### src/acs_pkg.sv
// shared constants and types of the conversion sequencer
package acs_pkg;
	// clocking: core clock, internal oscillator and modulator rates
	localparam int unsigned CORE_CLK_HZ = 25_000_000;
	localparam int unsigned OSC_HZ = 1_000_000;
	localparam int unsigned OSC_DIV = CORE_CLK_HZ / OSC_HZ;
	localparam int unsigned MOD_DIV = 4;
	// serial clock low time after which the serial port resets, in ms
	localparam int unsigned SCLK_LOW_MS = 28;
	localparam int unsigned SCLK_LOW_CYC = CORE_CLK_HZ / 1000 * SCLK_LOW_MS;

	// register byte offsets
	localparam logic [7:0] OFS_CONFIG = 8'h00;
	localparam logic [7:0] OFS_RESULT = 8'h04;
	localparam logic [7:0] OFS_STATUS = 8'h08;
	localparam logic [7:0] OFS_MASK = 8'h0C;
	localparam logic [7:0] OFS_SERIAL_RX = 8'h10;

	// config field positions
	localparam int unsigned CFG_TRIG_BIT = 0;
	localparam int unsigned CFG_MODE_BIT = 1;
	localparam int unsigned CFG_MUX_LSB = 2;
	localparam int unsigned CFG_GAIN_LSB = 5;
	localparam int unsigned CFG_RATE_LSB = 8;
	// status / mask bit positions
	localparam int unsigned ST_DONE_BIT = 0;
	localparam int unsigned ST_TOUT_BIT = 1;

	// values after reset
	localparam logic RST_MODE = 1'b1;
	localparam logic [2:0] RST_MUX = 3'h0;
	localparam logic [2:0] RST_GAIN = 3'h2;
	localparam logic [2:0] RST_RATE = 3'h4;

	// readout word layout: 12-bit code left-justified in 16 bits
	localparam int unsigned CODE_W = 12;
	localparam int unsigned WORD_W = 16;

	// conversion sequencer states
	typedef enum logic [0:0] {
		ACS_POWER_DOWN,
		ACS_CONVERT
	} acs_state_e;
endpackage

### src/acs_tick_div.sv
// divider that turns a clock enable into a slower one-cycle enable
`timescale 1ns/1ps
module acs_tick_div #(
	parameter int unsigned DIV = 4
) (
	// clock and reset
	input wire logic core_clk,
	input wire logic srst,
	// enable in and divided enable out
	input wire logic tick_in,
	output logic tick_out
);
	localparam int unsigned CW = (DIV > 1) ? $clog2(DIV) : 1;
	localparam logic [CW-1:0] LAST = CW'(DIV - 1);

	// a divide by zero has no meaning
	if (DIV < 1) begin : g_bad_div
		$error("acs_tick_div: DIV must be at least 1");
	end

	logic [CW-1:0] cnt_q; // position within one output period
	logic [CW-1:0] cnt_d;

	// next count, wrapping at the last position
	always_comb begin
		cnt_d = cnt_q;
		if (tick_in) begin
			cnt_d = (cnt_q == LAST) ? '0 : cnt_q + CW'(1);
		end
	end

	// count register
	always_ff @(posedge core_clk) begin
		if (srst) begin
			cnt_q <= '0;
		end else begin
			cnt_q <= cnt_d;
		end
	end

	// pulse on the last input tick of each period
	assign tick_out = tick_in && (cnt_q == LAST);
endmodule // acs_tick_div

### src/acs_sequencer.sv
// Operation
// - single-shot: one conversion per request, then power-down
// - continuous: next conversion starts when previous ends
// - reads always return latest completed conversion
// - mux field picks single, differential or versus-input-three
// - single-ended selection grounds negative converter input
// - single-ended measurement never reports negative codes
// - modulator clock is oscillator divided by four
// - gain field picks one of six ranges
// - code step equals range over two to twelfth
// - data out driven on select, updated, released
// - mode one single-shot, zero continuous, reset single-shot
// - trigger write starts conversion, self-clears, ignored busy
// - serial clock low too long resets serial port
//
// The strobed register port and the register addresses are this design's own decisions.
`timescale 1ns/1ps
module acs_sequencer #(
	parameter int unsigned SCLK_LOW_CYCLES = acs_pkg::SCLK_LOW_CYC,
	parameter int unsigned TOUT_W = 20
) (
	// clock and reset
	input wire logic core_clk,
	input wire logic srst,
	// register port
	input wire logic [7:0] reg_addr,
	input wire logic [31:0] reg_wdata,
	input wire logic reg_wr,
	input wire logic reg_rd,
	output logic [31:0] reg_rdata,
	// interrupt
	output logic irq,
	// serial pins
	input wire logic spi_cs_n,
	input wire logic spi_sclk,
	input wire logic spi_din,
	output logic serial_out_with_ready_flag,
	output logic serial_out_oe_n,
	// converter core
	input wire logic [11:0] conv_code,
	output logic mod_clk_en,
	output logic conv_powered,
	output logic [1:0] mux_pos_sel,
	output logic [1:0] mux_neg_sel,
	output logic mux_neg_to_ground,
	output logic [2:0] gain_range_select,
	output logic [4:0] lsb_weight_eighth_mv
);
	// timeout counter must be able to hold the limit
	if (SCLK_LOW_CYCLES < 1 || SCLK_LOW_CYCLES >= (64'd1 << TOUT_W))
	begin : g_bad_tout
		$error("acs_sequencer: SCLK_LOW_CYCLES does not fit TOUT_W");
	end

	// modulator ticks per conversion for each rate code
	function automatic logic [10:0] rate_ticks(input logic [2:0] rate);
		unique case (rate)
			3'h0: rate_ticks = 11'h7A1; // 128 per second
			3'h1: rate_ticks = 11'h3E8; // 250
			3'h2: rate_ticks = 11'h1FE; // 490
			3'h3: rate_ticks = 11'h10F; // 920
			3'h4: rate_ticks = 11'h09C; // 1600
			3'h5: rate_ticks = 11'h068; // 2400
			3'h6: rate_ticks = 11'h04B; // 3300
			3'h7: rate_ticks = 11'h04B; // spare code runs at top rate
		endcase
	endfunction

	// step weight in eighths of a millivolt: range halves each code from one to five
	function automatic logic [4:0] lsb_weight(input logic [2:0] gain);
		unique case (gain)
			3'h0: lsb_weight = 5'h18; // 3 mV
			3'h1: lsb_weight = 5'h10; // 2 mV
			3'h2: lsb_weight = 5'h08; // 1 mV
			3'h3: lsb_weight = 5'h04; // 0.5 mV
			3'h4: lsb_weight = 5'h02; // 0.25 mV
			default: lsb_weight = 5'h01; // 0.125 mV, codes 5 to 7
		endcase
	endfunction

	// codes four and up measure one input against ground
	function automatic logic is_single(input logic [2:0] mux);
		is_single = mux[2];
	endfunction

	// oscillator and modulator enables
	logic osc_tick;
	logic mod_tick;

	acs_tick_div #(.DIV(acs_pkg::OSC_DIV)) u_osc_div (
		.core_clk(core_clk),
		.srst(srst),
		.tick_in(1'b1),
		.tick_out(osc_tick)
	);

	acs_tick_div #(.DIV(acs_pkg::MOD_DIV)) u_mod_div (
		.core_clk(core_clk),
		.srst(srst),
		.tick_in(osc_tick),
		.tick_out(mod_tick)
	);

	// configuration and interrupt registers
	logic trig_q, trig_d; // pending single-shot request
	logic mode_q, mode_d; // 1 single-shot, 0 continuous
	logic [2:0] mux_q, mux_d; // input pair selection
	logic [2:0] gain_q, gain_d; // range selection
	logic [2:0] rate_q, rate_d; // data rate code
	logic [1:0] stat_q, stat_d; // sticky events
	logic [1:0] mask_q, mask_d; // interrupt enables
	logic [31:0] rdata_q, rdata_d; // read data, one cycle after strobe
	// sequencer
	acs_pkg::acs_state_e st_q, st_d;
	logic [10:0] tick_cnt_q, tick_cnt_d; // modulator ticks so far
	logic [15:0] result_q, result_d; // held readout word
	logic new_data_q, new_data_d; // result not yet shifted out
	logic conv_done; // one-cycle completion pulse
	logic conv_start; // one-cycle start pulse
	// serial port
	logic cs_s1_q, cs_s2_q, cs_s3_q; // chip select synchroniser
	logic ck_s1_q, ck_s2_q, ck_s3_q; // serial clock synchroniser
	logic di_s1_q, di_s2_q; // data in synchroniser
	logic [15:0] shift_q, shift_d; // locked word being sent
	logic [15:0] rx_q, rx_d; // bits coming in
	logic [15:0] rx_word_q, rx_word_d; // last full word received
	logic [3:0] rx_cnt_q, rx_cnt_d;
	logic dout_q, dout_d;
	logic oe_n_q, oe_n_d;
	logic [TOUT_W-1:0] low_cnt_q, low_cnt_d; // serial clock low time
	logic sclk_rise, sclk_fall, cs_fall, cs_rise, spi_tout, first_bit_out;

	// edges seen between stages two and three only
	assign sclk_rise = ck_s2_q && !ck_s3_q;
	assign sclk_fall = !ck_s2_q && ck_s3_q;
	assign cs_fall = !cs_s2_q && cs_s3_q;
	assign cs_rise = cs_s2_q && !cs_s3_q;
	assign spi_tout = !cs_s2_q && !ck_s2_q &&
		(low_cnt_q == TOUT_W'(SCLK_LOW_CYCLES));

	// register writes, event flags and read mux
	always_comb begin
		trig_d = trig_q;
		mode_d = mode_q;
		mux_d = mux_q;
		gain_d = gain_q;
		rate_d = rate_q;
		mask_d = mask_q;
		stat_d = stat_q;
		rdata_d = 32'h0000_0000;
		if (reg_wr) begin
			unique case (reg_addr)
				acs_pkg::OFS_CONFIG: begin
					mode_d = reg_wdata[acs_pkg::CFG_MODE_BIT];
					mux_d = reg_wdata[acs_pkg::CFG_MUX_LSB +: 3];
					gain_d = reg_wdata[acs_pkg::CFG_GAIN_LSB +: 3];
					rate_d = reg_wdata[acs_pkg::CFG_RATE_LSB +: 3];
					// a request while busy is dropped
					if (reg_wdata[acs_pkg::CFG_TRIG_BIT] &&
						st_q == acs_pkg::ACS_POWER_DOWN) begin
						trig_d = 1'b1;
					end
				end
				acs_pkg::OFS_STATUS: stat_d = stat_q & ~reg_wdata[1:0];
				acs_pkg::OFS_MASK: mask_d = reg_wdata[1:0];
				default: ; // unmapped writes are ignored
			endcase
		end
		// the sequencer takes the request and clears it
		if (conv_start) begin
			trig_d = 1'b0;
		end
		// a new event wins over a clear in the same cycle
		if (conv_done) begin
			stat_d[acs_pkg::ST_DONE_BIT] = 1'b1;
		end
		if (spi_tout) begin
			stat_d[acs_pkg::ST_TOUT_BIT] = 1'b1;
		end
		if (reg_rd) begin
			unique case (reg_addr)
				acs_pkg::OFS_CONFIG: rdata_d = {21'h0, rate_q, gain_q,
					mux_q, mode_q, trig_q};
				acs_pkg::OFS_RESULT: rdata_d = {16'h0, result_q};
				acs_pkg::OFS_STATUS: rdata_d = {30'h0, stat_q};
				acs_pkg::OFS_MASK: rdata_d = {30'h0, mask_q};
				acs_pkg::OFS_SERIAL_RX: rdata_d = {16'h0, rx_word_q};
				default: rdata_d = 32'h0000_0000; // unmapped reads zero
			endcase
		end
	end

	// register file state
	always_ff @(posedge core_clk) begin
		if (srst) begin
			trig_q <= 1'b0;
			mode_q <= acs_pkg::RST_MODE;
			mux_q <= acs_pkg::RST_MUX;
			gain_q <= acs_pkg::RST_GAIN;
			rate_q <= acs_pkg::RST_RATE;
			stat_q <= 2'h0;
			mask_q <= 2'h0;
			rdata_q <= 32'h0000_0000;
		end else begin
			trig_q <= trig_d;
			mode_q <= mode_d;
			mux_q <= mux_d;
			gain_q <= gain_d;
			rate_q <= rate_d;
			stat_q <= stat_d;
			mask_q <= mask_d;
			rdata_q <= rdata_d;
		end
	end

	// conversion sequencing and result capture
	always_comb begin
		st_d = st_q;
		tick_cnt_d = tick_cnt_q;
		result_d = result_q;
		new_data_d = new_data_q;
		conv_start = 1'b0;
		conv_done = 1'b0;
		unique case (st_q)
			acs_pkg::ACS_POWER_DOWN: begin
				// continuous mode leaves power-down at once
				if (trig_q || !mode_q) begin
					conv_start = 1'b1;
					st_d = acs_pkg::ACS_CONVERT;
					tick_cnt_d = 11'h000;
				end
			end
			acs_pkg::ACS_CONVERT: begin
				if (mod_tick) begin
					if (tick_cnt_q == rate_ticks(rate_q) - 11'h001) begin
						conv_done = 1'b1;
						tick_cnt_d = 11'h000;
						// back-to-back unless single-shot
						st_d = mode_q ? acs_pkg::ACS_POWER_DOWN
							: acs_pkg::ACS_CONVERT;
					end else begin
						tick_cnt_d = tick_cnt_q + 11'h001;
					end
				end
			end
		endcase
		// only a finished conversion replaces the held word
		if (conv_done) begin
			new_data_d = 1'b1;
			if (is_single(mux_q) && conv_code[11]) begin
				result_d = 16'h0000;
			end else begin
				result_d = {conv_code, 4'h0};
			end
		end else if (sclk_rise && first_bit_out) begin
			new_data_d = 1'b0; // transfer has taken the word
		end
	end

	// sequencer state
	always_ff @(posedge core_clk) begin
		if (srst) begin
			st_q <= acs_pkg::ACS_POWER_DOWN;
			tick_cnt_q <= 11'h000;
			result_q <= 16'h0000;
			new_data_q <= 1'b0;
		end else begin
			st_q <= st_d;
			tick_cnt_q <= tick_cnt_d;
			result_q <= result_d;
			new_data_q <= new_data_d;
		end
	end

	// first rising edge of a frame carries the data ready flag away
	assign first_bit_out = !oe_n_q && (rx_cnt_q == 4'h0) &&
		(shift_q == result_q);

	// serial port: lock word at select, shift out, collect input
	always_comb begin
		shift_d = shift_q;
		rx_d = rx_q;
		rx_cnt_d = rx_cnt_q;
		rx_word_d = rx_word_q;
		dout_d = dout_q;
		oe_n_d = oe_n_q;
		low_cnt_d = low_cnt_q;
		// low time counter runs only while selected and clock low
		if (cs_s2_q || ck_s2_q || spi_tout) begin
			low_cnt_d = '0;
		end else begin
			low_cnt_d = low_cnt_q + TOUT_W'(1);
		end
		if (cs_rise) begin
			oe_n_d = 1'b1;
			rx_cnt_d = 4'h0;
		end else if (cs_fall || spi_tout) begin
			// locked word stays put while the frame runs
			shift_d = result_q;
			oe_n_d = 1'b0;
			dout_d = !new_data_q; // low means fresh data
			rx_cnt_d = 4'h0;
		end else if (!cs_s2_q) begin
			if (sclk_rise) begin
				dout_d = shift_q[15];
				shift_d = {shift_q[14:0], 1'b0};
			end
			if (sclk_fall) begin
				rx_d = {rx_q[14:0], di_s2_q};
				rx_cnt_d = rx_cnt_q + 4'h1;
				if (rx_cnt_q == 4'hF) begin
					rx_word_d = {rx_q[14:0], di_s2_q};
				end
			end
		end
	end

	// serial port state and pin synchronisers
	always_ff @(posedge core_clk) begin
		if (srst) begin
			cs_s1_q <= 1'b1;
			cs_s2_q <= 1'b1;
			cs_s3_q <= 1'b1;
			ck_s1_q <= 1'b0;
			ck_s2_q <= 1'b0;
			ck_s3_q <= 1'b0;
			di_s1_q <= 1'b0;
			di_s2_q <= 1'b0;
			shift_q <= 16'h0000;
			rx_q <= 16'h0000;
			rx_cnt_q <= 4'h0;
			rx_word_q <= 16'h0000;
			dout_q <= 1'b1;
			oe_n_q <= 1'b1;
			low_cnt_q <= '0;
		end else begin
			cs_s1_q <= spi_cs_n;
			cs_s2_q <= cs_s1_q;
			cs_s3_q <= cs_s2_q;
			ck_s1_q <= spi_sclk;
			ck_s2_q <= ck_s1_q;
			ck_s3_q <= ck_s2_q;
			di_s1_q <= spi_din;
			di_s2_q <= di_s1_q;
			shift_q <= shift_d;
			rx_q <= rx_d;
			rx_cnt_q <= rx_cnt_d;
			rx_word_q <= rx_word_d;
			dout_q <= dout_d;
			oe_n_q <= oe_n_d;
			low_cnt_q <= low_cnt_d;
		end
	end

	// outputs
	assign reg_rdata = rdata_q;
	assign irq = |(stat_q & mask_q);
	assign serial_out_with_ready_flag = dout_q;
	assign serial_out_oe_n = oe_n_q;
	assign mod_clk_en = mod_tick && (st_q == acs_pkg::ACS_CONVERT);
	assign conv_powered = (st_q == acs_pkg::ACS_CONVERT);
	assign gain_range_select = (gain_q > 3'h5) ? 3'h5 : gain_q;
	assign lsb_weight_eighth_mv = lsb_weight(gain_q);

	// input pair decode
	always_comb begin
		mux_pos_sel = 2'h0;
		mux_neg_sel = 2'h3;
		mux_neg_to_ground = 1'b0;
		unique case (mux_q)
			3'h0: begin
				mux_pos_sel = 2'h0;
				mux_neg_sel = 2'h1;
			end
			3'h1: mux_pos_sel = 2'h0;
			3'h2: mux_pos_sel = 2'h1;
			3'h3: mux_pos_sel = 2'h2;
			default: begin
				mux_pos_sel = mux_q[1:0];
				mux_neg_to_ground = 1'b1;
			end
		endcase
	end
endmodule // acs_sequencer

### config.mk
export PLATFORM = sky130hd
export DESIGN_NAME = acs_sequencer
export DESIGN_NICKNAME = d
export VERILOG_FILES = /design/src/acs_pkg.sv /design/src/acs_tick_div.sv /design/src/acs_sequencer.sv
export SDC_FILE = /design/constraint.sdc
export NUM_CORES = 1
export LEC_CHECK = 0
export ABC_AREA = 1
export BUFFER_PORTS_ARGS = -buffer_cell sky130_fd_sc_hd__buf_4
export CAP_MARGIN = 30
export CORE_ASPECT_RATIO = 0.9
export CORE_MARGIN = 2
export CORE_UTILIZATION = 62
export DETAILED_ROUTE_END_ITERATION = 10
export GPL_ROUTABILITY_DRIVEN = 0
export GPL_TIMING_DRIVEN = 0
export PLACE_DENSITY = 0.84
export SYNTH_ARGS = -nofsm -noshare
export SYNTH_HDL_FRONTEND = slang
export SYNTH_HIERARCHICAL = 1
export SYNTH_SLANG_ARGS = --single-unit
export TNS_END_PERCENT = 5
### constraint.sdc
create_clock -name core_clk -period 5 [get_ports core_clk]
set_input_delay 0.75 -clock core_clk [delete_from_list [all_inputs] [get_ports core_clk]]
set_output_delay 0.75 -clock core_clk [all_outputs]
set_load 0.01 [all_outputs]
==> results of run 1 <==
## worst paths after layout
check	slack (ns)	from	endpoint
hold / removal	0.40	ck_s1_q	ck_s2_q
setup / recovery	2.01	u_osc_div/cnt_q[0]	mod_clk_en
hold reg to reg	0.40	ck_s1_q	ck_s2_q
setup reg to reg	2.85	flip-flop	result_q[12]
## state kept, by name, indices dropped and copies added (netlist names), 3 cells and up, named ones only
signal and flops:
shift_q 12, gain_q 3, rx_word_q 16, rate_q 3, low_cnt_q 20, reg_rdata 16, tick_cnt_q 11, u_osc_div/cnt_q 5
mux_q 3, rx_cnt_q 4, rx_q 15, result_q 12
## power by group
part / internal (µW) / switching [µW] / total [µW] / leakage (µW)
logic: 46.4 / 67.4 / 114 / 0.00263
registers: 1210 / 5.15 / 1220 / 0.00122
clock network: 781 / 523 / 1300 / 0.000291
total: 2040 / 595 / 2630 / 0.00414
## cell usage in the layout, fill, tap and decap left out, drive strengths merged, types with 3 or more instances in the layout
| cell | synthesis | final |
|---|---|---|
| or2 | 4 | 4 |
| xor2 | 14 | 14 |
| inv | 164 | 166 |
| clkinv | 0 | 5 |
| ha | 13 | 13 |
| nor3b | 4 | 4 |
| clkinvlp | 0 | 3 |
| nand3 | 74 | 74 |
| nand2 | 253 | 253 |
| buf | 34 | 104 |
| nor3 | 21 | 21 |
| conb | 2 | 20 |
| a21oi | 56 | 56 |
| xnor2 | 6 | 6 |
| o211ai | 3 | 3 |
| clkbuf | 18 | 38 |
| nor2 | 173 | 173 |
| nand4 | 10 | 10 |
| o22ai | 18 | 18 |
| dfxtp | 151 | 151 |
| o21bai | 4 | 4 |
| o21ai | 43 | 43 |
## cell families after synthesis
| logic type | share of synthesized area |
|---|---|
| buf+inv | 0.123 |
| compound gates | 0.100 |
| other cells | 0.00102 |
| xor+xnor | 0.0238 |
| simple gates | 0.319 |
| flops | 0.410 |
| fa+ha+maj | 0.0221 |
## per-layer routing
metal / track usage / share of wire
met2: 0.463 / 0.45
met4: 0.0867 / 0.020
met5: 0 / 0
met1: 0.388 / 0.44
met3: 0.0651 / 0.092
## worst max-delay path, stage by stage (launching register included)
cell and delay (ns):
dfxtp_1 0.33, inv_1 0.07, ha_1 0.16, nand3_2 0.09
inv_1 0.14, nand2_1 0.07, inv_1 0.08, nand2_1 0.06
inv_2 0.18, buf_1 0.42, buf_4 0.21
## cell type report
| class | count | area share |
|---|---|---|
| Buffer | 52 | 0.0333 |
| Tap cell | 156 | 0.0223 |
| Clock inverter | 12 | 0.0163 |
| Sequential cell | 151 | 0.345 |
| Timing Repair Buffer | 70 | 0.0600 |
| Multi-Input combinational cell | 728 | 0.400 |
| Inverter | 164 | 0.0703 |
| Clock buffer | 20 | 0.0533 |
## through the flow
stage                     cells  worst slack, ns  area [µm²]  hold slack [ns]
after CTS                  1353             2.03        8760            0.404
after floorplan            1095             2.60        7430            0.388
after global placement     1321             2.18        8150            0.390
final                      1353             2.01        8760            0.404
after global routing       1353             1.87        8760            0.433
after detailed placement   1321             2.10        8150            0.394
==> results.tsv, run 1 <==
metric	value	unit
clk sinks	151	
syn_area_per_cell	6.84	µm²
# diodes	0	
CTS Buffer Depth	2	
ys flop type	dfxtp_1	
CTS tree	yes	
Pre-Repair DR Iteration Count	6	
Commonest cells post-synth	nand2_1, nor2_1, inv_1	
Total GRT Usage	0.288	
final setup violation count	0	
R2R depth	14	
Post-DRT Antenna Nets	0	
postcts setup bufs	0	
clk_lat worst skew	0.43	ns
number of flops mapped to enable cells by yosys	0	
DRT iter0 DRCs	683	
worst endpoint required time	4.25	ns
Min-Delay Path Class	flip-flop to flip-flop	
Area contributors post-synth	dfxtp_1, nand2_1, nor2_1	
Nets	1256	
min Tclk post-route	2.99	ns
number of distinct library cells after synthesis	44	
FF+latch count, synth	151	
Clock transition at path regs	0.06	ns
die height	107	µm
Reg area	3020	µm²
total power	2630	µW
WP data arrival	2.24	ns
Final Skew	0.00704	ns
final core utilization	0.760	
fmax	334	MHz
vias after detailed routing	6951	
Synth area leader	dfxtp_1	
Synth Warn #	6	
max_cap viols	0	
static leakage	0.00414	µW
drt wl/cell	13.3	µm
Ports	109	
fillcell total	876	
TNS Setup	0	ns
Syn Std Cell Area	7360	µm²
die width	119	µm
Clock Tree Root	clkbuf_16	
final period utilization	0.598	
# DRC	0	
Setup crit end kind	primary output	
most frequent cell after synthesis	nand2_1	
I/O Buffers	70	
pins over their slew limit	0	
Initial Utilization	0.639	
Worst-Margin Slew	0.663	ns
share of the synthesized area in the top cell type	0.410	
Mapped Cells	1077	
die area	12800	µm²
RSZ-0062 raised after global routing	false	
status	complete, no violations	
routed wire length	17900	µm
Core Area	11500	µm²
worst-path fanout max	10	
hpwl dp	13100	µm
WHS Path Cells	2	
Async SR Flop Fraction	0	
Gates resized, CTS repair	0	
CTS HTree Levels	4	
vias per cell	5.14	
pwr/cell area	301	nW/µm²
combined area of the multi-input logic cells	3500	µm²
critical path class	flip-flop to primary output	
Num CTS Buffers	17	
number of antenna violations at the first check in global routing	0	
hold violation count in the final report	0	
hold_buf cts	0	
Critical Path Source Type	flip-flop	
share of post-route cells with drive strength above 1	0.144	
vias in the first global route	6274	
area grow syn2layout	19.0	%
first-pass GRT wire length	29300	µm
largest net degree at the start of global routing	17	
num rows	37	
VDD IR max	0.000265	V
worst rel slew slack	0.554	
Seq/Total Area, Yosys	0.410	
Remaining Overflow, GRT	0	
No activity file was read; power rests on OpenSTA's default activity.
==> run 2: changes to the inputs <==
--- a/config.mk
+++ b/config.mk
@@ -10,11 +10,11 @@
 export CAP_MARGIN = 30
 export CORE_ASPECT_RATIO = 0.9
 export CORE_MARGIN = 2
-export CORE_UTILIZATION = 62
+export CORE_UTILIZATION = 57
 export DETAILED_ROUTE_END_ITERATION = 10
 export GPL_ROUTABILITY_DRIVEN = 0
 export GPL_TIMING_DRIVEN = 0
-export PLACE_DENSITY = 0.84
+export PLACE_DENSITY = 0.78
 export SYNTH_ARGS = -nofsm -noshare
 export SYNTH_HDL_FRONTEND = slang
 export SYNTH_HIERARCHICAL = 1
==> constraint.sdc (replaced) <==
create_clock -name core_clk -period 3.1 [get_ports core_clk]
set_input_delay 0.465 -clock core_clk [delete_from_list [all_inputs] [get_ports core_clk]]
set_output_delay 0.465 -clock core_clk [all_outputs]
set_load 0.01 [all_outputs]
==> run 2 against run 1 <==
Final cell count is 0.59% higher. Clock power increased by 55%. Sequential share of layout area up 0.099 points. Via count shrank 0.85%. Combinational power rose by 61%. Non-clock buffer count did not move. Wire length shrank 0.70%. Clock-buffer cell count grew 1. Critical path depth unchanged. Worst hold slack worse by 0.17 ns. Largest cell class unchanged. Utilization decreased by 6.9 points. Highest routed layer unchanged.
==> results.tsv, run 2 (synthesized netlist as in run 1, its figures left out) <==
metric	value	unit
largest net degree at the start of global routing	17	
hold_buf cts	0	
Worst-Margin Slew	0.707	ns
min Tclk post-route	2.74	ns
Sw Pwr	920	µW
pins over their slew limit	0	
first-pass GRT wire length	28900	µm
Core Area	12600	µm²
Largest register FFs	20	
hpwl dp	13300	µm
worst endpoint required time	2.63	ns
vias after detailed routing	6892	
pwr/cell area	476	nW/µm²
drt wl/cell	13.1	µm
final period utilization	0.885	
# DRC	0	
Nets	1256	
Clock transition at path regs	0.06	ns
Clock Tree Root	clkbuf_16	
clk sinks	151	
Total GRT Usage	0.269	
Gates resized, CTS repair	0	
Reg with most FFs	low_cnt_q	
I/O Buffers	70	
Sequential Power Share	0.472	
CTS Buffer Depth	2	
Min-Delay Path Class	input port to flip-flop	
worst rel slew slack	0.525	
hold violation count in the final report	0	
Comb power frac	0.044	
Internal	3240	µW
number of antenna violations at the first check in global routing	0	
max_cap viols	0	
TNS Setup	0	ns
Final Skew	0.0131	ns
vias in the first global route	6072	
fmax	365	MHz
RSZ-0062 raised after global routing	false	
Critical Path Source Type	flip-flop	
Placed Cells	1329	
most frequent cells in the layout	nand2_1, nor2_1, inv_1	
worst-path fanout max	10	
Post-DRT Antenna Nets	0	
share of post-route cells with drive strength above 1	0.141	
CTS tree	yes	
VDD IR max	0.000389	V
DRT iter0 DRCs	713	
clock group share of total power	0.484	
routed wire length	17800	µm
Sw Ratio	0.221	
CTS HTree Levels	4	
leading cell type in the layout, fill and taps excluded	nand2_1	
die width	124	µm
postcts setup bufs	0	
die height	112	µm
Pre-Repair DR Iteration Count	5	
static leakage	0.00413	µW
Setup crit end kind	primary output	
# diodes	0	
Remaining Overflow, GRT	0	
WP data arrival	2.28	ns
Ports	109	
Layout Cells excl Fill	1361	
num rows	39	
vias per cell	5.06	
area grow syn2layout	18.6	%
status	complete, no violations	
final setup violation count	0	
critical path class	flip-flop to primary output	
Num CTS Buffers	17	
die area	13800	µm²
clk_lat worst skew	0.42	ns
Initial Utilization	0.583	
run 2: cell count changes in the layout (fill, tap and decap cells not counted):
cell        before  now
inv_8            1    0
clkinv_2         1    4
clkinvlp_4       3    0
clkbuf_1        18   21
clkbuf_8         3    1
run 2: final timing paths:
path	depth (start not counted)	startpoint	slack, ns	end
hold / removal	2	spi_cs_n	0.23	cs_s1_q
setup / recovery	10	u_osc_div/cnt_q[0]	0.36	mod_clk_en
hold reg to reg	2	ck_s1_q	0.40	ck_s2_q
setup reg to reg	14	flip-flop	0.96	result_q[7]
run 2: final cells by class:
cell class,count,area [µm²]
buffer,52,292
fill,1103,3900
timing repair buffer,70,526
inverter,164,616
sequential,151,3020
multi-input combinational,728,3500
clock buffer,21,450
clock inverter,11,124
tap,164,205
run 2: critical path, cell delays in order, from the launching register on:
cell and delay [ns]:
dfxtp_1 0.33, inv_1 0.08, ha_1 0.16, nand3_2 0.10
inv_1 0.14, nand2_1 0.08, inv_1 0.08, nand2_1 0.07
inv_2 0.19, buf_1 0.42, buf_4 0.21
run 2: power groups by stage:
stage	clock, µW	sequential, µW	combinational [µW]
finish	2010	1960	184
floorplan	0	2000	107
global route	2130	1960	203
detailed placement	0	2000	180
CTS	2030	1960	181
global placement	0	2000	178
run 2: per-layer routing:
| metal | vias up | global-route usage | routed length (µm) |
|---|---|---|---|
| met5 | - | 0 | 0 |
| met2 | 236 | 0.416 | 7930 |
| li1 | 3562 | - | - |
| met1 | 3067 | 0.375 | 8220 |
| met3 | 27 | 0.0579 | 1350 |
| met4 | 0 | 0.0864 | 316 |
run 2: metrics by stage:
| stage | hold WS [ns] | setup slack, ns | cell area [µm²] | total power (µW) | util |
|---|---|---|---|---|---|
| after floorplan | 0.388 | 0.981 | 7430 | 2110 | - |
| after global placement | 0.389 | 0.557 | 8160 | 2180 | 0.646 |
| after detailed placement | 0.396 | 0.536 | 8160 | 2180 | 0.646 |
| after CTS | 0.225 | 0.395 | 8740 | 4170 | 0.691 |
| after global routing | 0.224 | 0.198 | 8740 | 4290 | 0.691 |
| final | 0.230 | 0.358 | 8740 | 4160 | 0.691 |
